===== config.mk =====
export PLATFORM = sky130hd
export DESIGN_NAME = jtag_instruction_decode
export DESIGN_NICKNAME = d
export VERILOG_FILES = /design/src/pkg/jtag_instruction_decode_pkg.sv /design/src/logic/jtag_instruction_decode.sv
export SDC_FILE = /design/constraint.sdc
export NUM_CORES = 1
export LEC_CHECK = 0
export BUFFER_PORTS_ARGS = -buffer_cell sky130_fd_sc_hd__buf_2
export CORE_ASPECT_RATIO = 1.25
export CORE_MARGIN = 2
export CORE_UTILIZATION = 40
export CTS_BUF_LIST = sky130_fd_sc_hd__clkbuf_4 sky130_fd_sc_hd__clkbuf_8 sky130_fd_sc_hd__clkbuf_16
export CTS_CLUSTER_DIAMETER = 50
export CTS_CLUSTER_SIZE = 16
export DETAILED_ROUTE_END_ITERATION = 8
export PLACE_DENSITY_LB_ADDON = 0.2
export SYNTH_ARGS = -nofsm -noshare
export SYNTH_HDL_FRONTEND = slang
export SYNTH_SLANG_ARGS = --single-unit
export TNS_END_PERCENT = 100

===== constraint.sdc =====
create_clock -name core_clk_i -period 42.8 [get_ports core_clk_i]
set_input_delay 4.28 -clock core_clk_i [delete_from_list [all_inputs] [get_ports core_clk_i]]
set_output_delay 4.28 -clock core_clk_i [all_outputs]
set_load 0.05 [all_outputs]

===== src/pkg/jtag_instruction_decode_pkg.sv =====
// constants, types and carriers of the jtag instruction decode block
package jtag_instruction_decode_pkg;

  // instruction register
  localparam int IR_W = 16;
  localparam logic [15:0] IR_RESET = 16'h0000;
  localparam logic [15:0] IR_CAPTURE = 16'h0001;
  localparam logic [15:0] IR_EXTEST = 16'h0000;
  localparam logic [15:0] IR_SAMPLE = 16'h0002;
  localparam logic [15:0] IR_IDCODE = 16'h0004;
  localparam logic [15:0] IR_BYPASS = 16'hFFFF;
  localparam logic [15:0] IR_FLASH_CTRL = 16'h0082;
  localparam logic [15:0] IR_FLASH_DATA = 16'h0083;
  localparam logic [15:0] IR_FLASH_ADDR = 16'h0084;

  // data register widths
  localparam int BSR_LEN = 134;
  localparam int IDCODE_W = 32;
  localparam int FLASH_CTRL_W = 8;
  localparam int FLASH_DATA_W = 8;
  localparam int FLASH_ADDR_W = 16;
  localparam int DR_LEN_W = 8;
  localparam logic [7:0] LEN_BSR = 8'h86;
  localparam logic [7:0] LEN_BYPASS = 8'h01;
  localparam logic [7:0] LEN_IDCODE = 8'h20;
  localparam logic [7:0] LEN_FLASH_CTRL = 8'h08;
  localparam logic [7:0] LEN_FLASH_DATA = 8'h08;
  localparam logic [7:0] LEN_FLASH_ADDR = 8'h10;

  // value is arbitrary; bit 0 must stay 1
  localparam logic [31:0] IDCODE_VALUE = 32'h1000_0A01;

  typedef enum logic [3:0] {
    TAP_EXIT2_DR = 4'h0,
    TAP_EXIT1_DR = 4'h1,
    TAP_SHIFT_DR = 4'h2,
    TAP_PAUSE_DR = 4'h3,
    TAP_SELECT_IR = 4'h4,
    TAP_UPDATE_DR = 4'h5,
    TAP_CAPTURE_DR = 4'h6,
    TAP_SELECT_DR = 4'h7,
    TAP_EXIT2_IR = 4'h8,
    TAP_EXIT1_IR = 4'h9,
    TAP_SHIFT_IR = 4'hA,
    TAP_PAUSE_IR = 4'hB,
    TAP_IDLE = 4'hC,
    TAP_UPDATE_IR = 4'hD,
    TAP_CAPTURE_IR = 4'hE,
    TAP_RESET = 4'hF
  } tap_state_t;

  typedef enum logic [2:0] {
    SEL_BOUNDARY = 3'h0,
    SEL_BYPASS = 3'h1,
    SEL_IDCODE = 3'h2,
    SEL_FLASH_CTRL = 3'h3,
    SEL_FLASH_DATA = 3'h4,
    SEL_FLASH_ADDR = 3'h5
  } dr_sel_t;

  typedef struct packed {
    logic [7:0] ctrl;
    logic [15:0] addr;
    logic [7:0] wdata;
    logic write;
    logic read;
  } flash_req_t;

  localparam flash_req_t FLASH_REQ_RESET = '0;
  localparam logic [133:0] BSR_RESET = '0;

endpackage


===== src/logic/jtag_instruction_decode.sv =====
// jtag test access port with 16-bit instruction register and six data registers
`timescale 1ns/10ps
module jtag_instruction_decode (
  // clock and reset
  input wire logic core_clk_i,
  input wire logic reset_i,
  // test port pins
  input wire logic tck_i,
  input wire logic tms_i,
  input wire logic tdi_i,
  output logic tdo_o,
  output logic tdo_oe_o,
  // boundary cells
  input wire logic [133:0] bsr_capture_i,
  output logic [133:0] bsr_update_o,
  output logic extest_o,
  // flash side
  input wire logic [7:0] flash_status_i,
  input wire logic [7:0] flash_rdata_i,
  output jtag_instruction_decode_pkg::flash_req_t flash_req_o
);

  typedef jtag_instruction_decode_pkg::tap_state_t tap_state_t;
  typedef jtag_instruction_decode_pkg::dr_sel_t dr_sel_t;

  // pin synchronisers
  logic tck_meta_q, tck_sync_q, tck_prev_q;
  logic tms_meta_q, tms_sync_q, tdi_meta_q, tdi_sync_q;
  logic [133:0] bsr_meta_q, bsr_sync_q;
  logic tck_rise, tck_fall;

  // all pins pass two flops; the tck edge is found one flop later
  always_ff @(posedge core_clk_i or posedge reset_i) begin
    if (reset_i) begin
      tck_meta_q <= 1'b0;
      tck_sync_q <= 1'b0;
      tck_prev_q <= 1'b0;
      tms_meta_q <= 1'b1;
      tms_sync_q <= 1'b1;
      tdi_meta_q <= 1'b0;
      tdi_sync_q <= 1'b0;
      bsr_meta_q <= jtag_instruction_decode_pkg::BSR_RESET;
      bsr_sync_q <= jtag_instruction_decode_pkg::BSR_RESET;
    end else begin
      tck_meta_q <= tck_i;
      tck_sync_q <= tck_meta_q;
      tck_prev_q <= tck_sync_q;
      tms_meta_q <= tms_i;
      tms_sync_q <= tms_meta_q;
      tdi_meta_q <= tdi_i;
      tdi_sync_q <= tdi_meta_q;
      bsr_meta_q <= bsr_capture_i;
      bsr_sync_q <= bsr_meta_q;
    end
  end

  assign tck_rise = tck_sync_q & ~tck_prev_q;
  assign tck_fall = ~tck_sync_q & tck_prev_q;

  // tap and scan state
  tap_state_t state_q, state_d;
  logic [15:0] ir_shift_q, ir_shift_d, ir_q, ir_d;
  logic [133:0] dr_shift_q, dr_shift_d, bsr_upd_q, bsr_upd_d;
  jtag_instruction_decode_pkg::flash_req_t flash_q, flash_d;
  logic tdo_q, tdo_d, tdo_oe_q, tdo_oe_d, extest_q, extest_d;
  dr_sel_t sel;
  logic [7:0] dr_len;

  function automatic dr_sel_t decode(input logic [15:0] ir);
    unique case (ir)
      jtag_instruction_decode_pkg::IR_EXTEST: decode = jtag_instruction_decode_pkg::SEL_BOUNDARY;
      jtag_instruction_decode_pkg::IR_SAMPLE: decode = jtag_instruction_decode_pkg::SEL_BOUNDARY;
      jtag_instruction_decode_pkg::IR_IDCODE: decode = jtag_instruction_decode_pkg::SEL_IDCODE;
      jtag_instruction_decode_pkg::IR_FLASH_CTRL: decode = jtag_instruction_decode_pkg::SEL_FLASH_CTRL;
      jtag_instruction_decode_pkg::IR_FLASH_DATA: decode = jtag_instruction_decode_pkg::SEL_FLASH_DATA;
      jtag_instruction_decode_pkg::IR_FLASH_ADDR: decode = jtag_instruction_decode_pkg::SEL_FLASH_ADDR;
      default: decode = jtag_instruction_decode_pkg::SEL_BYPASS;
    endcase
  endfunction

  assign sel = decode(ir_q);

  always_comb begin
    unique case (sel)
      jtag_instruction_decode_pkg::SEL_BOUNDARY: dr_len = jtag_instruction_decode_pkg::LEN_BSR;
      jtag_instruction_decode_pkg::SEL_BYPASS: dr_len = jtag_instruction_decode_pkg::LEN_BYPASS;
      jtag_instruction_decode_pkg::SEL_IDCODE: dr_len = jtag_instruction_decode_pkg::LEN_IDCODE;
      jtag_instruction_decode_pkg::SEL_FLASH_CTRL: dr_len = jtag_instruction_decode_pkg::LEN_FLASH_CTRL;
      jtag_instruction_decode_pkg::SEL_FLASH_DATA: dr_len = jtag_instruction_decode_pkg::LEN_FLASH_DATA;
      jtag_instruction_decode_pkg::SEL_FLASH_ADDR: dr_len = jtag_instruction_decode_pkg::LEN_FLASH_ADDR;
      default: dr_len = jtag_instruction_decode_pkg::LEN_BYPASS;
    endcase
  end

  always_comb begin
    state_d = state_q;
    ir_shift_d = ir_shift_q;
    ir_d = ir_q;
    dr_shift_d = dr_shift_q;
    bsr_upd_d = bsr_upd_q;
    flash_d = flash_q;
    tdo_d = tdo_q;
    tdo_oe_d = tdo_oe_q;
    // strobes last one core cycle
    flash_d.write = 1'b0;
    flash_d.read = 1'b0;
    if (tck_rise) begin
      unique case (state_q)
        jtag_instruction_decode_pkg::TAP_RESET:
          state_d = tms_sync_q ? state_q : jtag_instruction_decode_pkg::TAP_IDLE;
        jtag_instruction_decode_pkg::TAP_IDLE:
          state_d = tms_sync_q ? jtag_instruction_decode_pkg::TAP_SELECT_DR : state_q;
        jtag_instruction_decode_pkg::TAP_SELECT_DR:
          state_d = tms_sync_q ? jtag_instruction_decode_pkg::TAP_SELECT_IR
                               : jtag_instruction_decode_pkg::TAP_CAPTURE_DR;
        jtag_instruction_decode_pkg::TAP_CAPTURE_DR, jtag_instruction_decode_pkg::TAP_EXIT2_DR:
          state_d = tms_sync_q ? jtag_instruction_decode_pkg::TAP_EXIT1_DR
                               : jtag_instruction_decode_pkg::TAP_SHIFT_DR;
        jtag_instruction_decode_pkg::TAP_SHIFT_DR:
          state_d = tms_sync_q ? jtag_instruction_decode_pkg::TAP_EXIT1_DR : state_q;
        jtag_instruction_decode_pkg::TAP_EXIT1_DR:
          state_d = tms_sync_q ? jtag_instruction_decode_pkg::TAP_UPDATE_DR
                               : jtag_instruction_decode_pkg::TAP_PAUSE_DR;
        jtag_instruction_decode_pkg::TAP_PAUSE_DR:
          state_d = tms_sync_q ? jtag_instruction_decode_pkg::TAP_EXIT2_DR : state_q;
        jtag_instruction_decode_pkg::TAP_UPDATE_DR, jtag_instruction_decode_pkg::TAP_UPDATE_IR:
          state_d = tms_sync_q ? jtag_instruction_decode_pkg::TAP_SELECT_DR
                               : jtag_instruction_decode_pkg::TAP_IDLE;
        jtag_instruction_decode_pkg::TAP_SELECT_IR:
          state_d = tms_sync_q ? jtag_instruction_decode_pkg::TAP_RESET
                               : jtag_instruction_decode_pkg::TAP_CAPTURE_IR;
        jtag_instruction_decode_pkg::TAP_CAPTURE_IR, jtag_instruction_decode_pkg::TAP_EXIT2_IR:
          state_d = tms_sync_q ? jtag_instruction_decode_pkg::TAP_EXIT1_IR
                               : jtag_instruction_decode_pkg::TAP_SHIFT_IR;
        jtag_instruction_decode_pkg::TAP_SHIFT_IR:
          state_d = tms_sync_q ? jtag_instruction_decode_pkg::TAP_EXIT1_IR : state_q;
        jtag_instruction_decode_pkg::TAP_EXIT1_IR:
          state_d = tms_sync_q ? jtag_instruction_decode_pkg::TAP_UPDATE_IR
                               : jtag_instruction_decode_pkg::TAP_PAUSE_IR;
        jtag_instruction_decode_pkg::TAP_PAUSE_IR:
          state_d = tms_sync_q ? jtag_instruction_decode_pkg::TAP_EXIT2_IR : state_q;
      endcase
      unique case (state_q)
        jtag_instruction_decode_pkg::TAP_CAPTURE_IR:
          ir_shift_d = jtag_instruction_decode_pkg::IR_CAPTURE;
        jtag_instruction_decode_pkg::TAP_SHIFT_IR:
          ir_shift_d = {tdi_sync_q, ir_shift_q[15:1]};
        jtag_instruction_decode_pkg::TAP_UPDATE_IR:
          ir_d = ir_shift_q;
        jtag_instruction_decode_pkg::TAP_CAPTURE_DR: begin
          dr_shift_d = '0;
          unique case (sel)
            jtag_instruction_decode_pkg::SEL_BOUNDARY: dr_shift_d = bsr_sync_q;
            jtag_instruction_decode_pkg::SEL_IDCODE:
              dr_shift_d[31:0] = jtag_instruction_decode_pkg::IDCODE_VALUE;
            jtag_instruction_decode_pkg::SEL_FLASH_CTRL: dr_shift_d[7:0] = flash_status_i;
            jtag_instruction_decode_pkg::SEL_FLASH_DATA: begin
              dr_shift_d[7:0] = flash_rdata_i;
              flash_d.read = 1'b1;
            end
            jtag_instruction_decode_pkg::SEL_FLASH_ADDR: dr_shift_d[15:0] = flash_q.addr;
            default: dr_shift_d[0] = 1'b0;
          endcase
        end
        jtag_instruction_decode_pkg::TAP_SHIFT_DR: begin
          // shared shifter; bits above the selected length are don't care
          dr_shift_d = {1'b0, dr_shift_q[133:1]};
          dr_shift_d[dr_len - 8'h01] = tdi_sync_q;
        end
        jtag_instruction_decode_pkg::TAP_UPDATE_DR: begin
          unique case (sel)
            jtag_instruction_decode_pkg::SEL_BOUNDARY: bsr_upd_d = dr_shift_q;
            jtag_instruction_decode_pkg::SEL_FLASH_CTRL: flash_d.ctrl = dr_shift_q[7:0];
            jtag_instruction_decode_pkg::SEL_FLASH_ADDR: flash_d.addr = dr_shift_q[15:0];
            jtag_instruction_decode_pkg::SEL_FLASH_DATA: begin
              flash_d.wdata = dr_shift_q[7:0];
              flash_d.write = 1'b1;
            end
            default: bsr_upd_d = bsr_upd_q;
          endcase
        end
        default: ir_d = ir_q;
      endcase
      if (state_d == jtag_instruction_decode_pkg::TAP_RESET) begin
        ir_d = jtag_instruction_decode_pkg::IR_RESET;
      end
    end
    // tdo changes on the falling edge so the tester samples it stable
    if (tck_fall) begin
      tdo_oe_d = 1'b0;
      if (state_q == jtag_instruction_decode_pkg::TAP_SHIFT_DR) begin
        tdo_d = dr_shift_q[0];
        tdo_oe_d = 1'b1;
      end else if (state_q == jtag_instruction_decode_pkg::TAP_SHIFT_IR) begin
        tdo_d = ir_shift_q[0];
        tdo_oe_d = 1'b1;
      end
    end
    // only extest lets boundary cells drive pins
    extest_d = (ir_d == jtag_instruction_decode_pkg::IR_EXTEST);
  end

  always_ff @(posedge core_clk_i or posedge reset_i) begin
    if (reset_i) begin
      state_q <= jtag_instruction_decode_pkg::TAP_RESET;
      ir_shift_q <= jtag_instruction_decode_pkg::IR_RESET;
      ir_q <= jtag_instruction_decode_pkg::IR_RESET;
      dr_shift_q <= jtag_instruction_decode_pkg::BSR_RESET;
      bsr_upd_q <= jtag_instruction_decode_pkg::BSR_RESET;
      extest_q <= 1'b1;
      flash_q <= jtag_instruction_decode_pkg::FLASH_REQ_RESET;
      tdo_q <= 1'b0;
      tdo_oe_q <= 1'b0;
    end else begin
      state_q <= state_d;
      ir_shift_q <= ir_shift_d;
      ir_q <= ir_d;
      dr_shift_q <= dr_shift_d;
      bsr_upd_q <= bsr_upd_d;
      extest_q <= extest_d;
      flash_q <= flash_d;
      tdo_q <= tdo_d;
      tdo_oe_q <= tdo_oe_d;
    end
  end

  assign tdo_o = tdo_q;
  assign tdo_oe_o = tdo_oe_q;
  assign bsr_update_o = bsr_upd_q;
  assign extest_o = extest_q;
  assign flash_req_o = flash_q;

  property p_ir_reset;
    @(posedge core_clk_i) disable iff (reset_i)
    state_q == jtag_instruction_decode_pkg::TAP_RESET |-> ir_q == 16'h0000;
  endproperty
  a_ir_reset: assert property (p_ir_reset) else $error("ir not zero in reset state");
  property p_ir_capture;
    @(posedge core_clk_i) disable iff (reset_i)
    tck_rise && state_q == jtag_instruction_decode_pkg::TAP_CAPTURE_IR |=> ir_shift_q == 16'h0001;
  endproperty
  a_ir_capture: assert property (p_ir_capture) else $error("ir capture pattern wrong");
  property p_ir_update;
    @(posedge core_clk_i) disable iff (reset_i)
    tck_rise && state_q == jtag_instruction_decode_pkg::TAP_UPDATE_IR |=> ir_q == $past(ir_shift_q);
  endproperty
  a_ir_update: assert property (p_ir_update) else $error("ir not loaded on update");
  property p_tms_reset;
    @(posedge core_clk_i) disable iff (reset_i)
    tck_rise && tms_sync_q && state_q == jtag_instruction_decode_pkg::TAP_SELECT_IR
      |=> state_q == jtag_instruction_decode_pkg::TAP_RESET;
  endproperty
  a_tms_reset: assert property (p_tms_reset) else $error("tap missed reset state");
  property p_tdo_enable;
    @(posedge core_clk_i) disable iff (reset_i)
    tck_fall |=> tdo_oe_o == ($past(state_q) == jtag_instruction_decode_pkg::TAP_SHIFT_DR ||
                              $past(state_q) == jtag_instruction_decode_pkg::TAP_SHIFT_IR);
  endproperty
  a_tdo_enable: assert property (p_tdo_enable) else $error("tdo enable outside shift");
  property p_idcode;
    @(posedge core_clk_i) disable iff (reset_i)
    tck_rise && state_q == jtag_instruction_decode_pkg::TAP_CAPTURE_DR &&
      ir_q == 16'h0004 |=> dr_shift_q[31:0] == 32'h1000_0A01;
  endproperty
  a_idcode: assert property (p_idcode) else $error("identity value not captured");
  property p_unknown_bypass;
    @(posedge core_clk_i) disable iff (reset_i)
    !(ir_q inside {16'h0000, 16'h0002, 16'h0004, 16'h0082, 16'h0083, 16'h0084})
      |-> sel == jtag_instruction_decode_pkg::SEL_BYPASS && dr_len == 8'h01;
  endproperty
  a_unknown_bypass: assert property (p_unknown_bypass) else $error("undefined code not bypass");
  property p_bsr_update;
    @(posedge core_clk_i) disable iff (reset_i)
    tck_rise && state_q == jtag_instruction_decode_pkg::TAP_UPDATE_DR && ir_q == 16'h0002
      |=> bsr_update_o == $past(dr_shift_q) && !extest_o;
  endproperty
  a_bsr_update: assert property (p_bsr_update) else $error("preload wrong or pins driven");
  property p_flash_write;
    @(posedge core_clk_i) disable iff (reset_i)
    tck_rise && state_q == jtag_instruction_decode_pkg::TAP_UPDATE_DR && ir_q == 16'h0083
      |=> flash_req_o.write && flash_req_o.wdata == $past(dr_shift_q[7:0]) ##1 !flash_req_o.write;
  endproperty
  a_flash_write: assert property (p_flash_write) else $error("flash write strobe wrong");

endmodule


Word-level counts from Yosys, hierarchy flattened
Index checks and enable logic that the tools add are counted. W data, S select, Z words.

Add/sub/neg operators: 1. Order comparisons: 2. Eq/ne operators: 25. Multiplexer cells: 39. Bitwise logic cells: 4. Reduce and logical (&&, ||, !) cells: 20.

Operator list (count): $pmux W134 S2 (1); $bwmux W134 (1); $mux W102 (1); $pmux W16 S2 (2); $pmux W4 S13 (1); $eq A16 B8 Y1 const B (3); $mux W16 (3); $eq A4 B4 Y1 const B (9); $logic_not A16 Y1 (2); $mux W4 (8); $pmux W8 S4 (1); $pmux W7 S4 (1); $pmux W8 S3 (1); $eq A16 B2 Y1 const B (1); $eq A16 B3 Y1 const B (1); $eq A4 B3 Y1 const B (4); $pmux W3 S5 (1); $reduce_and A3 Y1 (4); $mux W1 (10); $reduce_or A2 Y1 (5); $lt A8 B9 Y1 const B (1); $demux W1 S8 (1); $eq A4 B2 Y1 const B (2); $ge A8 B1 Y1 const B (1); 14 further kinds (26).

Flip-flop bits (word level): 616. Bits of input ports: 155. Output and inout port bits: 171.

Depth between registers and ports, before layout
Depth after elaboration: 13. Depth in mapped cells: 15. Depth with buffers taken out: 10.

Least setup slack after synthesis
No wires, ideal clock.

Path kind: register to output. Start: register extest_q, in the netlist extest_o. End: output extest_o. Data arrival time: 0.656 ns. Slack: 37.864 ns. Cell stages (with the launch flop): 1. Path buffers: 0. Path through: dfstp_2.

RTL lines: start, declared (RTL line jtag_instruction_decode.sv:65) `logic tdo_q, tdo_d, tdo_oe_q, tdo_oe_d, extest_q, extest_d;`; start signal, assigned (RTL line jtag_instruction_decode.sv:220) `extest_q <= extest_d;`; end, declared (RTL line jtag_instruction_decode.sv:16) `output logic extest_o,`.

No word-level cell between the ends.

==> qor.csv <==
stage;metric;value;unit
status;outcome;finished clean;
floorplan;number of I/O pins;326;
route;WL final;49950;um
sta;final hold violations;0;
sta;Final Setup Violations;0;
floorplan;area of the core;53490;um2
yosys;ys async rst share;1.000;
clock_tree;clock-pin slew on the worst setup and hold paths;0.07;ns
pwr;Peak VDD IR;0.04735;mV
critical_path;Critical Path Source;reset_i;
global_route;Tot GR Track Use;0.1827;
yosys;Post-synth EDFFs;0;
yosys;Seq/Total Area, Yosys;0.7173;
critical_path;CP Max Fanout;133;
final_layout;synth-to-layout area growth;17.50;%
global_route;global-route wire length before repair;79380;um
critical_path;Worst EP required;43.38;ns
yosys;Area contributors post-synth;dfrtp_1 (71%), mux2_2 (8.4%), nor2_1 (4.5%);
critical_path;Worst Setup Start Kind;primary input;
sta;Final Cycle Share;0.1464;
pwr;LEAKAGE;0.01190;uW
global_route;GRT overflow;0;
final_layout;layout cells sized above 1;0.3512;
final_layout;Layout fillers;4798;
final_layout;fin nets;1948;
sta;f_max;0.1596;GHz
critical_path;WS Path Type;primary input to async pin;
yosys;cell area after synthesis;21500;um2
critical_path;worst path arrival time;6.85;ns
clock_tree;CTS tree;done;
yosys;area leader, netlist;dfrtp_1;
floorplan;width of the chip;211.4;um
critical_path;Reg2Reg Depth;12;
placed_design;PortBufs;325;
critical_path;CP cell instances;buf_2 > inv_8 > buf_4 > buf_4;
clock_tree;H-tree depth;2;
yosys;synth warn;0;
route;total number of vias;12980;
critical_path;CP max stage delay;0.86;ns
yosys;post-synthesis net count;1644;
pwr;P per Cell Area;67.25;nW/um2
clock_tree;clk buf depth;3;
critical_path;Crit. End Element;async pin;
route;WL/cell;19.97;um
sta;final worst hold slack;0.3385;ns
sta;Min Clock Period, post-route;6.266;ns
sta;slew margin rel.;0.2278;
route;vias per cell;5.189;
clock_tree;TritonCTS Sinks;616;
floorplan;Rows;95;
clock_tree;CTS Root Cell;clkbuf_16;
floorplan;Die H;263.2;um
yosys;Synth Instances;1487;
min_path;Hold Path Class;register to register;
route;Routed Antenna Nets;0;
critical_path;Critical Path Most Common Cell;buf_4;
clock_tree;post-CTS resize count;0;
critical_path;slowest library cell on the worst path;buf_4;
placed_design;routability congestion estimate;0.7743;
yosys;Netlist cell types;57;
yosys;prevailing post-synth register cell;dfrtp_1;
global_route;largest net degree at the start of global routing;134;
critical_path;reg2reg setup slack;37.70;ns
clock_tree;clk_lat worst skew;0.59;ns
clock_tree;hold buffers post-CTS;0;
yosys;FF+latch count, synth;616;
sta;post-route setup TNS;0;ns
flow_run;max cap viols;0;
floorplan;initial core utilization;0.4020;
yosys;Synth Area per Inst;14.46;um2
clock_tree;CTS buffer count;50;
sta;fin. max-slew vios;0;
sta;skew final;0.02070;ns
clock_tree;Post-CTS Setup Bufs;0;
critical_path;worst setup path end;bsr_meta_q[64]$_DFF_PP0_;
yosys;post-synth top area share;0.7087;
sta;RSZ-0062 raised after global routing;false;
critical_path;R2R Path Start;ir_q[14]$_DFF_PP0_;
placed_design;Post-DP HPWL;31490;um
route;Iter 0 DRT Violations;707;
global_route;antenna violations before repair;12;
sta;worst slew pin tran;1.154;ns
floorplan;DIE AREA;55640;um2
critical_path;Reg2Reg Capture Point;dr_shift_q[73]$_DFFE_PP0P_;
global_route;vias in the first global route;13460;
route;Pre-antenna DRT Iters;5;
route;DRC;0;
[layout make-up]
cell class | count | area, um2 | share of cell area
Sequential cell | 616 | 15420 | 0.6104
Multi-Input combinational cell | 777 | 5662 | 0.2241
Timing Repair Buffer | 342 | 1754 | 0.06943
Clock buffer | 61 | 1378 | 0.05452
Tap cell | 679 | 849.6 | 0.03362
Clock inverter | 14 | 157.7 | 0.006239
Inverter | 4 | 22.52 | 0.0008914
Antenna cell | 8 | 20.02 | 0.0007923
[worst max-delay path: cells and delay by family]
family / cells / cell delay [ns]
buffers and inverters: 4 / 2.43
[synthesized netlist by cell type, drive strengths merged (2+ instances only)]
| cell type | n |
|---|---|
| nand2b | 20 |
| clkbuf | 61 |
| a22oi | 9 |
| nand4 | 3 |
| o21a | 2 |
| o22a | 2 |
| nand2 | 44 |
| dfstp | 7 |
| nor3 | 8 |
| a2bb2oi | 2 |
| o311ai | 8 |
| a31oi | 3 |
| and3 | 3 |
| inv | 4 |
| or4 | 3 |
| nor2b | 2 |
| o21ai | 29 |
| nand3 | 14 |
| ha | 2 |
| nor3b | 2 |
| a22o | 18 |
| nand3b | 2 |
| buf | 29 |
| dfrtp | 609 |
| and2 | 2 |
| mux2 | 168 |
| mux2i | 5 |
| o221ai | 3 |
| nor2 | 258 |
| nor4 | 7 |
| o22ai | 6 |
| a221oi | 120 |
| a32o | 5 |
| a21o | 4 |
| a21oi | 11 |
[report_power, final]
| part | leakage, uW | total (uW) | internal (uW) | switching, uW |
|---|---|---|---|---|
| clock | 0.000766 | 445 | 236 | 209 |
| combinational | 0.00365 | 449 | 127 | 323 |
| sequential | 0.00748 | 805 | 704 | 101 |
[state kept, by name, summed over array words and instances (netlist names)]
name	cells
state_q	4
ir_shift_q	16
bsr_sync_q	134
tdo_o	1
tck_prev_q	1
tdi_meta_q	1
tck_meta_q	1
tdo_oe_o	1
bsr_update_o	134
tms_sync_q	1
bsr_meta_q	134
extest_o	1
dr_shift_q	134
flash_req_o	34
ir_q	16
tdi_sync_q	1
tck_sync_q	1
tms_meta_q	1
[routing by layer]
metal / share of wire / up-vias / track usage
met1: 0.43 / 6708 / 0.2422
li1: - / 5870 / -
met2: 0.49 / 289 / 0.2928
met3: 0.050 / 101 / 0.03948
met5: 0.0014 / - / 0
met4: 0.036 / 10 / 0.07423
[cells by family after synthesis]
logic type	count (synthesis)	share of synthesized area
flip-flops	616	0.7173
AND/OR/NAND/NOR	373	0.07436
AO/OA/AOI/OAI	228	0.09578
multiplexers	173	0.09031
buffers and inverters	94	0.02071
adder cells (fa/ha/maj)	2	0.001164
XOR/XNOR	1	0.0004074
[placed cells by master, fill, tap and decap left out, types with 6 or more instances in the layout]
cell type and instances:
a21oi_1 11, nor4_1 6, mux2_2 161, nand3_1 14
buf_2 325, o311ai_0 6, a22o_1 18, diode_2 8
buf_4 17, dfstp_2 7, a221oi_2 40, o21ai_0 27
nor2_1 256, o22ai_1 6, mux2_1 7, a221oi_1 80
nand2_1 43, clkbuf_16 50, a22oi_1 9, dfrtp_1 609
clkbuf_8 7, nand2b_1 20
[stage by stage]
step                instances  worst slack (ns)  total power, uW    util  cell area [um2]
floorplan                1487             21.28             1134       -            21500
global placement         2418             35.74             1263  0.4433            23710
detailed placement       2418             35.71             1271  0.4433            23710
CTS                      2493             36.36             1723  0.4720            25250
global route             2500             36.02             1791  0.4723            25260
finish                   2501             36.53             1699  0.4724            25270
[worst min path at each step]
stage / startpoint / to / slack [ns] / depth (start not counted)
after floorplan: bsr_meta_q[0]$_DFF_PP0_ / bsr_sync_q[0]$_DFF_PP0_ / 0.33 / 0
after global placement: bsr_meta_q[6]$_DFF_PP0_ / bsr_sync_q[6]$_DFF_PP0_ / 0.33 / 0
after detailed placement: bsr_meta_q[102]$_DFF_PP0_ / bsr_sync_q[102]$_DFF_PP0_ / 0.33 / 0
after CTS: bsr_meta_q[81]$_DFF_PP0_ / bsr_sync_q[81]$_DFF_PP0_ / 0.34 / 0
after global routing: bsr_meta_q[120]$_DFF_PP0_ / bsr_sync_q[120]$_DFF_PP0_ / 0.35 / 0
final: tdi_meta_q$_DFF_PP0_ / tdi_sync_q$_DFF_PP0_ / 0.34 / 0
No activity file was read; power rests on OpenSTA's default activity.
